--- config.mk ---
export PLATFORM = sky130hd
export DESIGN_NAME = laser_enable_sequencer
export DESIGN_NICKNAME = d
export VERILOG_FILES = /design/src/rtl/laser_seq_pkg.sv /design/src/rtl/delay_timer.sv /design/src/rtl/input_sync.sv /design/src/rtl/laser_enable_sequencer.sv
export SDC_FILE = /design/constraint.sdc
export NUM_CORES = 1
export LEC_CHECK = 0
export ABC_AREA = 1
export BUFFER_PORTS_ARGS = -buffer_cell sky130_fd_sc_hd__buf_2
export CORE_MARGIN = 2
export CORE_UTILIZATION = 40
export CTS_CLUSTER_SIZE = 8
export DETAILED_ROUTE_END_ITERATION = 10
export GPL_TIMING_DRIVEN = 0
export SLEW_MARGIN = 20
export SYNTH_ARGS = -nofsm -noshare
export SYNTH_HDL_FRONTEND = slang
export SYNTH_HIERARCHICAL = 1
export SYNTH_SLANG_ARGS = --single-unit
--- constraint.sdc ---
create_clock -name clk -period 2.1 [get_ports clk]
set_clock_uncertainty 0.1 [all_clocks]
set_input_delay 0.42 -clock clk [delete_from_list [all_inputs] [get_ports clk]]
set_output_delay 0.42 -clock clk [all_outputs]
set_load 0.005 [all_outputs]
--- src/rtl/laser_seq_pkg.sv ---
package laser_seq_pkg;
    ////////////////////////////////////////////////////////////////////////
    // Clock and delay timing
    localparam int unsigned CLK_FREQ_KHZ = 100000; // 100 MHz system clock
    localparam int unsigned ARM_DELAY_MS = 5000; // Five-second enable delay
    // Delay in clock cycles, used as the top-level parameter default
    localparam int unsigned ARM_DELAY_CYCLES = ARM_DELAY_MS * CLK_FREQ_KHZ;
    localparam int unsigned TIMER_W = 32; // Wide enough for 500e6 cycles
    localparam int unsigned SYNC_W = 7; // Number of synchronised inputs

    ////////////////////////////////////////////////////////////////////////
    // Register map, byte addresses
    localparam logic [7:0] ADDR_STATUS = 8'h00; // Live state, read only
    localparam logic [7:0] ADDR_EVENT = 8'h04; // Sticky events, write 1 clear
    localparam logic [7:0] ADDR_MASK = 8'h08; // Interrupt enables

    ////////////////////////////////////////////////////////////////////////
    // Event bit positions, shared by the event and mask registers
    localparam int unsigned EV_INTERLOCK = 0; // Interlock opened
    localparam int unsigned EV_OVERTEMP = 1; // Over-temperature latched
    localparam int unsigned EV_READY_ON = 2; // Ready became active
    localparam int unsigned EV_READY_OFF = 3; // Ready dropped
    localparam int unsigned EV_W = 4; // Event register width
    localparam logic [EV_W-1:0] MASK_RESET = 4'h0; // All masked after reset

    ////////////////////////////////////////////////////////////////////////
    // Keyswitch-variant sequencer states
    typedef enum logic [1:0] {
        ST_LOCKED = 2'b00, // Fault or power-up, waiting for a reset action
        ST_ARMED = 2'b01, // Reset action seen, waiting for its release
        ST_DELAY = 2'b10, // RF powered, counting the enable delay
        ST_READY = 2'b11 // Lasing possible
    } seq_state_e;
endpackage : laser_seq_pkg

--- src/rtl/delay_timer.sv ---
`timescale 1ns/100ps
// Restartable down-counter; done stays high once the count is spent
module delay_timer #(
    parameter logic [laser_seq_pkg::TIMER_W-1:0] CYCLES =
        laser_seq_pkg::TIMER_W'(laser_seq_pkg::ARM_DELAY_CYCLES)
) (
    input wire logic clk,
    input wire logic rstn,
    input wire logic start,
    input wire logic run,
    output logic done
);
    import laser_seq_pkg::*;

    logic [TIMER_W-1:0] count_q; // Cycles still to go

    // Start reloads; the count only advances while run is high
    always_ff @(posedge clk or negedge rstn) begin
        if (!rstn) begin
            count_q <= '0;
            done <= 1'b0;
        end else if (start) begin
            count_q <= CYCLES - TIMER_W'(1);
            done <= 1'b0;
        end else if (run && !done) begin
            if (count_q == '0) begin
                done <= 1'b1;
            end else begin
                count_q <= count_q - TIMER_W'(1);
            end
        end
    end
endmodule : delay_timer

--- src/rtl/input_sync.sv ---
`timescale 1ns/100ps
// Two-flop synchroniser for a group of slow external levels
module input_sync (
    input wire logic clk,
    input wire logic rstn,
    input wire logic [laser_seq_pkg::SYNC_W-1:0] async,
    output logic [laser_seq_pkg::SYNC_W-1:0] synced
);
    import laser_seq_pkg::*;

    logic [SYNC_W-1:0] meta_q; // First stage, read only by second stage

    // Each bit gets its own pair of flops
    for (genvar i = 0; i < SYNC_W; i++) begin : g_bit
        always_ff @(posedge clk or negedge rstn) begin
            if (!rstn) begin
                meta_q[i] <= 1'b0;
                synced[i] <= 1'b0;
            end else begin
                meta_q[i] <= async[i];
                synced[i] <= meta_q[i];
            end
        end
    end
endmodule : input_sync

--- src/rtl/laser_enable_sequencer.sv ---
`timescale 1ns/100ps
// Operation
// - Keyswitch variant needs key off/on after fault
// - Over-temperature latches until power is cycled
// - Reset request pulse acts as a keyswitch toggle
// - Request release powers driver, ready after delay
// - Held reset request keeps driver power off
// - Ready output closed only while lasing possible
// - No driver power without shutter and interlock
// - OEM variant enables at power-up if inputs ok
// - OEM variant does not latch interlock faults
// - OEM reset request is only an immediate inhibit
// - Shutter output needs switch open and request
// - Interlock removal cuts power and drops ready
module laser_enable_sequencer #(
    parameter int unsigned DELAY_CYCLES = laser_seq_pkg::ARM_DELAY_CYCLES
) (
    input wire logic clk,
    input wire logic rstn,
    // APB slave
    input wire logic psel,
    input wire logic penable,
    input wire logic pwrite,
    input wire logic [7:0] paddr,
    input wire logic [31:0] pwdata,
    output logic [31:0] prdata,
    output logic pready,
    output logic pslverr,
    // Static variant strap, 1 selects OEM behaviour
    input wire logic oemMode,
    // Operator and machine inputs, all asynchronous levels
    input wire logic keyOn,
    input wire logic resetRequest,
    input wire logic shutterSwitchOpen,
    input wire logic shutterRequest,
    input wire logic interlockClosed,
    input wire logic overTemp,
    // Outputs to the RF driver supply and status switches
    output logic rfPowerEn,
    output logic readyClosed,
    output logic readyLamp,
    output logic shutterClosed,
    output logic shutter_lamp,
    output logic interlockOpenClosed,
    output logic irq
);
    import laser_seq_pkg::*;

    ////////////////////////////////////////////////////////////////////////
    // Input synchronisation

    logic [SYNC_W-1:0] rawIn; // Asynchronous input bundle
    logic [SYNC_W-1:0] syncIn; // Same bundle in the clk domain
    logic keyOnS; // Keyswitch in ON position
    logic resetReqS; // Remote reset/start request held
    logic shutSwS; // Manual shutter switch open
    logic shutReqS; // Shutter open request present
    logic intlkS; // Remote interlock closed
    logic overTempS; // Over-temperature sensor tripped
    logic oemS; // Variant strap

    assign rawIn = {oemMode, overTemp, interlockClosed, shutterRequest,
                    shutterSwitchOpen, resetRequest, keyOn};

    // Every external level passes two flops before use
    input_sync u_sync (
        .clk(clk),
        .rstn(rstn),
        .async(rawIn),
        .synced(syncIn)
    );

    assign keyOnS = syncIn[0];
    assign resetReqS = syncIn[1];
    assign shutSwS = syncIn[2];
    assign shutReqS = syncIn[3];
    assign intlkS = syncIn[4];
    assign overTempS = syncIn[5];
    assign oemS = syncIn[6];

    ////////////////////////////////////////////////////////////////////////
    // Variant strap capture

    logic oem_q; // Variant held for the whole power cycle
    logic strapTaken_q; // Strap has been sampled once
    logic [1:0] strapAge_q; // Edges since reset, until sync is full

    // Two edges flush the reset zeros out of the synchroniser
    always_ff @(posedge clk or negedge rstn) begin
        if (!rstn) begin
            strapAge_q <= 2'h0;
        end else begin
            strapAge_q <= {strapAge_q[0], 1'b1};
        end
    end

    // Caught once the synchroniser holds real levels, so a wiggling
    // strap cannot switch behaviour half way through a sequence
    always_ff @(posedge clk or negedge rstn) begin
        if (!rstn) begin
            oem_q <= 1'b0;
            strapTaken_q <= 1'b0;
        end else if (!strapTaken_q && strapAge_q[1]) begin
            oem_q <= oemS;
            strapTaken_q <= 1'b1;
        end
    end

    ////////////////////////////////////////////////////////////////////////
    // Over-temperature latch

    logic otLatch_q; // Cleared only by a power-on reset

    // No software or input path clears this; only rstn does
    always_ff @(posedge clk or negedge rstn) begin
        if (!rstn) begin
            otLatch_q <= 1'b0;
        end else if (overTempS) begin
            otLatch_q <= 1'b1;
        end
    end

    ////////////////////////////////////////////////////////////////////////
    // Keyswitch-variant sequencer

    seq_state_e state_q; // Sequencer state
    seq_state_e state_d; // Next state
    logic timerStart; // Reload the enable delay
    logic timerDone; // Enable delay has elapsed
    logic resetAction; // Key turned off or request held

    // Key off and request asserted are the same reset action
    assign resetAction = !keyOnS || resetReqS;

    // Next state; interlock loss checked first, over-temperature applied last
    always_comb begin
        state_d = state_q;
        timerStart = 1'b0;
        case (state_q)
            ST_LOCKED: begin
                // Power-up or fault: wait for key toggle or pulse
                if (resetAction) begin
                    state_d = ST_ARMED;
                end
            end
            ST_ARMED: begin
                // Release of the reset action starts the delay
                if (!resetAction && intlkS && !otLatch_q) begin
                    state_d = ST_DELAY;
                    timerStart = 1'b1;
                end
            end
            ST_DELAY: begin
                if (!intlkS) begin
                    state_d = ST_LOCKED;
                end else if (resetAction) begin
                    state_d = ST_ARMED;
                end else if (timerDone) begin
                    state_d = ST_READY;
                end
            end
            ST_READY: begin
                if (!intlkS) begin
                    state_d = ST_LOCKED;
                end else if (resetAction) begin
                    state_d = ST_ARMED;
                end
            end
            default: begin
                state_d = ST_LOCKED;
            end
        endcase
        // Over-temperature forces the latched-off state
        if (otLatch_q) begin
            state_d = ST_LOCKED;
        end
    end

    // State register; idles locked in OEM mode and until the inputs
    // are valid, as reset zeros in the sync would look like key-off
    always_ff @(posedge clk or negedge rstn) begin
        if (!rstn) begin
            state_q <= ST_LOCKED;
        end else if (oem_q || !strapTaken_q) begin
            state_q <= ST_LOCKED;
        end else begin
            state_q <= state_d;
        end
    end

    // Only counts in the delay state, so leaving it freezes the count
    delay_timer #(
        .CYCLES(TIMER_W'(DELAY_CYCLES))
    ) u_timer (
        .clk(clk),
        .rstn(rstn),
        .start(timerStart),
        .run(state_q == ST_DELAY),
        .done(timerDone)
    );

    ////////////////////////////////////////////////////////////////////////
    // Enable decisions

    logic readyNext; // Ready indication, next cycle
    logic powerNext; // RF driver supply, next cycle
    logic shutterNext; // Shutter open indication, next cycle
    logic oemReady; // OEM ready term, no memory of interlock faults

    // OEM: live combination of inputs and the over-temperature latch, no interlock latch, no delay
    assign oemReady = intlkS && shutReqS && !resetReqS
                      && !otLatch_q && strapTaken_q;

    // Shutter status needs the switch and the request together
    assign shutterNext = shutSwS && shutReqS;

    // Ready: sequencer result or OEM term, always killed by hazards
    always_comb begin
        if (oem_q) begin
            readyNext = oemReady;
        end else begin
            readyNext = state_q == ST_READY;
        end
        if (resetReqS || !intlkS || otLatch_q) begin
            readyNext = 1'b0;
        end
    end

    // Supply also flows during the delay so the driver can settle;
    // it still needs shutter and interlock in every case
    always_comb begin
        if (oem_q) begin
            powerNext = oemReady;
        end else begin
            powerNext = (state_q == ST_DELAY) || (state_q == ST_READY);
        end
        if (!shutterNext || resetReqS || !intlkS || otLatch_q) begin
            powerNext = 1'b0;
        end
        if (!oem_q && state_q == ST_READY && !readyNext) begin
            powerNext = 1'b0;
        end
    end

    ////////////////////////////////////////////////////////////////////////
    // Output flops

    // Every pin comes straight from a flop; all open after reset
    always_ff @(posedge clk or negedge rstn) begin
        if (!rstn) begin
            rfPowerEn <= 1'b0;
            readyClosed <= 1'b0;
            readyLamp <= 1'b0;
            shutterClosed <= 1'b0;
            shutter_lamp <= 1'b0;
            interlockOpenClosed <= 1'b0;
        end else begin
            rfPowerEn <= powerNext;
            readyClosed <= readyNext;
            readyLamp <= readyNext;
            shutterClosed <= shutterNext;
            shutter_lamp <= shutterNext;
            interlockOpenClosed <= !intlkS;
        end
    end

    ////////////////////////////////////////////////////////////////////////
    // Event capture

    logic [EV_W-1:0] events_q; // Sticky event flags
    logic [EV_W-1:0] mask_q; // Interrupt enables
    logic [EV_W-1:0] evSet; // Events seen this cycle
    logic [EV_W-1:0] evClr; // Write-one-clear strobes
    logic intlkPrev_q; // Interlock level last cycle
    logic otPrev_q; // Over-temperature latch last cycle
    logic busWrite; // Completing APB write

    // Edge history for event detection
    always_ff @(posedge clk or negedge rstn) begin
        if (!rstn) begin
            intlkPrev_q <= 1'b0;
            otPrev_q <= 1'b0;
        end else begin
            intlkPrev_q <= intlkS;
            otPrev_q <= otLatch_q;
        end
    end

    always_comb begin
        evSet = '0;
        evSet[EV_INTERLOCK] = intlkPrev_q && !intlkS;
        evSet[EV_OVERTEMP] = otLatch_q && !otPrev_q;
        evSet[EV_READY_ON] = readyNext && !readyClosed;
        evSet[EV_READY_OFF] = !readyNext && readyClosed;
    end

    assign evClr = (busWrite && paddr == ADDR_EVENT) ?
                   pwdata[EV_W-1:0] : '0;

    // A set in the same cycle as its clear wins, so no event is lost
    always_ff @(posedge clk or negedge rstn) begin
        if (!rstn) begin
            events_q <= '0;
        end else begin
            events_q <= (events_q & ~evClr) | evSet;
        end
    end

    // Level interrupt while any enabled flag is pending
    always_ff @(posedge clk or negedge rstn) begin
        if (!rstn) begin
            irq <= 1'b0;
        end else begin
            irq <= |(((events_q & ~evClr) | evSet) & mask_q);
        end
    end

    ////////////////////////////////////////////////////////////////////////
    // APB slave

    logic [31:0] readMux; // Read data chosen at setup
    logic addrOk; // Address maps to a register
    logic setupPhase; // First cycle of a transfer

    assign setupPhase = psel && !penable;
    assign busWrite = psel && penable && pready && pwrite;
    assign addrOk = (paddr == ADDR_STATUS) || (paddr == ADDR_EVENT) ||
                    (paddr == ADDR_MASK);

    // Status word shows the block's own live state
    always_comb begin
        readMux = '0;
        case (paddr)
            ADDR_STATUS: begin
                readMux = {20'h00000, oem_q, otLatch_q, timerDone,
                           state_q, interlockOpenClosed, shutter_lamp,
                           rfPowerEn, readyClosed, intlkS, shutReqS,
                           keyOnS};
            end
            ADDR_EVENT: begin
                readMux = {28'h0000000, events_q};
            end
            ADDR_MASK: begin
                readMux = {28'h0000000, mask_q};
            end
            default: begin
                readMux = '0;
            end
        endcase
    end

    // Zero wait states: ready rises for the access cycle only
    always_ff @(posedge clk or negedge rstn) begin
        if (!rstn) begin
            pready <= 1'b0;
            prdata <= '0;
            pslverr <= 1'b0;
        end else begin
            pready <= setupPhase;
            prdata <= (setupPhase && !pwrite) ? readMux : '0;
            pslverr <= setupPhase && !addrOk;
        end
    end

    // Mask register; the only plain read/write storage
    always_ff @(posedge clk or negedge rstn) begin
        if (!rstn) begin
            mask_q <= MASK_RESET;
        end else if (busWrite && paddr == ADDR_MASK) begin
            mask_q <= pwdata[EV_W-1:0];
        end
    end
endmodule : laser_enable_sequencer

==> qor.yml <==
status: "completed"
synth_xor_area_share_pct: 0.609
synth_edf_count: 0
post-place-ws_ns: 0.0769
synth.area.top_cells: "dfrtp_1, nand2_1, nor2_1"
avgViaCountPerCell: 4.70
clk_pin_slew_ns: 0.10
cts_tree: "built"
ys_top_cells_by_count: "nand2_1, dfrtp_1, nor2_1, inv_1, nand3_1"
area_delta_synth_final_pct: 16.6
start_util_pct: 41.4
io_pins: 93
route.detailed.drc: 0
p_leak_uw: 0.00277
antenna_cells: 0
worst_path_max_delay_cell: "dfrtp_1"
cts-htree-levels: 3
root_buffer: "clkbuf_8"
fp.dieH_um: 108
drtPass1Iterations: 5
synth_top_cell_area_share_pct: 48.1
numCtsBuffers: 9
synth_area_sq_um: 4310
die_width_um: 108
setup_viol: 0
timing.rr.start: "u_timer/count_q[0]$_DFFE_PN0P_"
fp.coreArea_sq_um: 10400
min_period_over_period_pct: 94.4
antenna_found_initial: 0
clock_latency_ns: 0.36
yosysMostFrequentCell: "nand2_1"
synth_seq_area_share_pct: 48.1
drtIter0Drc: 186
cp-start-kind: "flop"
slew_headroom_pct: 62.8
gp_congestion: 0.901
port_buffers: 44
antenna_left: 0
worstMarginPinSlew_ns: 0.558
max_stage_delay_ns: 0.39
maxClockFrequency_mhz: 504
cp_max_fo: 10
yosysUniqueCellTypes: 34
ys.flop_type: "dfrtp_1"
grt_pass1_vias: 3391
cp_num_buf_inv: 2
multiInputGateArea_sq_um: 1880
yosys_warnings: 6
grt_max_degree: 44
avgSynthCellArea_sq_um: 7.69
ctsLongestPathBuffers: 2
cap_violations: 0
p_per_area_nw_per_um2: 609
arrival_ns: 2.10
critPathCaptureType: "flop"
synthCells: 561
cpLargestDelayFamily: "simple AND/OR/NAND/NOR gates"
synth_top_family_by_area: "simple AND/OR/NAND/NOR gates"
grt_pass1_wl_mm: 16.0
wl_per_cell_um: 12.3
row_count: 37
muxShareOfSynthArea_pct: 1.04
async_flop_share_pct: 100
crit_chain: "inv_1 > ha_2 > nand2_2 > nor2_4 > nand2_2 > nor2_1 > nor2_4 > buf_6 > nand2_1 > nand3_1"
regArea_sq_um: 2080
final_layout_size_suffix_gt1_share_pct: 19.5
fillers: 1051
clkSinkCount: 83
hold_viol_final: 0
die_area_sq_um: 11600
ir_worst_vdd_uv: 334
min_from: "shutterSwitchOpen"
synth-compound-area-share_pct: 4.15
power_uw: 3070
vias: 3667
grt_use_total_pct: 17.7
synth_fa_ha_area_share_pct: 0.290
cp-startpoint: "u_timer/count_q[0]$_DFFE_PN0P_"
hpwl_mm: 7.04
worst_ep_required_time_ns: 2.22
hp-class: "primary input to flop"
critPathKind: "flop to flop"
grt.overflow.total: 0
min_period_ns: 1.98
synth_top_area_cell: "dfrtp_1"
layout.nets: 693
wirelength_mm: 9.57
synthSimpleGateAreaFrac_pct: 35.4
ys_ff_latch: 83
drv_slew: 0
fin_ws_ns: 0.118
[per-layer routing]
layer	GRT usage [%]	up-vias	wire, um
met5	0	-	0
met1	22.7	1659	4380
met4	6.23	0	126
met3	4.36	11	540
li1	-	1895	-
met2	29.2	102	4520
[kinds of logic after synthesis]
| group | Yosys count |
|---|---|
| buffers and inverters | 86 |
| AOI/OAI and AO/OA | 31 |
| and+or+nand+nor | 351 |
| xor gates and xnor gates | 3 |
| muxes | 4 |
| DFF | 83 |
| adders and majority gates | 1 |
| other | 2 |
[final timing paths]
| kind | end | cells past startpoint | slack [ns] |
|---|---|---|---|
| min in group asynchronous | shutter_lamp$_DFF_PN0_ | 2 | 0.48 |
| worst max register to register | u_timer/count_q[0]$_DFFE_PN0P_ | 10 | 0.12 |
| worst min register to register | u_sync/synced[3]$_DFF_PN0_ | 0 | 0.25 |
| worst min-delay path | u_sync/meta_q[2]$_DFF_PN0_ | 1 | 0.06 |
| max in group asynchronous | u_timer/count_q[31]$_DFFE_PN0P_ | 3 | 0.80 |
| worst max-delay path | u_timer/count_q[0]$_DFFE_PN0P_ | 10 | 0.12 |
[layout make-up]
| type | count | area share, % |
|---|---|---|
| buffer | 29 | 4.40 |
| clock inverter | 7 | 1.29 |
| clock buffer | 9 | 2.46 |
| tap | 136 | 3.38 |
| timing repair buffer | 49 | 5.47 |
| multi-input combinational | 411 | 37.4 |
| sequential | 83 | 41.3 |
| inverter | 57 | 4.35 |
[placed cells by master, fill, tap and decap left out, types with 8 or more instances in the layout]
cell type / instances
o21ai_1: 9
buf_2: 43
o21ai_0: 14
nor2_2: 8
clkbuf_8: 9
nor2_1: 73
conb_1: 21
buf_4: 26
nand3_1: 48
nand4_1: 15
inv_1: 53
nand2_1: 179
dfrtp_1: 83
[registers in the layout (all words and copies together), names as in the netlist, 2 cells and up]
register / cells
u_timer/count_q: 32
prdata: 12
u_sync/meta_q: 7
u_sync/synced: 7
events_q: 4
mask_q: 4
state_q: 2
strapAge_q: 2
[per-stage QoR]
step                      cells  utilization [%]  hold slack, ns  instance area [sq um]  TNS (ns)
after CTS                   778             48.0          0.0275                   5000         0
after detailed placement    761             46.1           0.235                   4800         0
after floorplan             580                -          0.0244                   4390         0
final                       781             48.3          0.0553                   5030         0
after global routing        781             48.3          0.0157                   5030  -0.00114
after global placement      760             45.8           0.232                   4780    -14.50
[worst register-to-register path, cell delays in order (launching register included)]
cell	delay [ns]
dfrtp_1	0.39
inv_1	0.14
ha_2	0.24
nand2_2	0.11
nor2_4	0.15
nand2_2	0.09
nor2_1	0.22
nor2_4	0.12
buf_6	0.17
nand2_1	0.06
nand3_1	0.06
[power by group]
part	internal [uW]	switching [uW]	total (uW)	leakage (uW)
clock network	464	670	1130	0.0000951
logic	110	172	282	0.00160
registers	1630	20.9	1650	0.00108
total	2200	863	3070	0.00277
[repair_timing]
action,in CTS,in global routing
gates resized for setup,0,4
endpoints found under the hold margin,40,0
hold buffers,1,0
buffers inserted,0,3
endpoints found under the setup margin,0,24
Power figures use the tool's default switching activity.
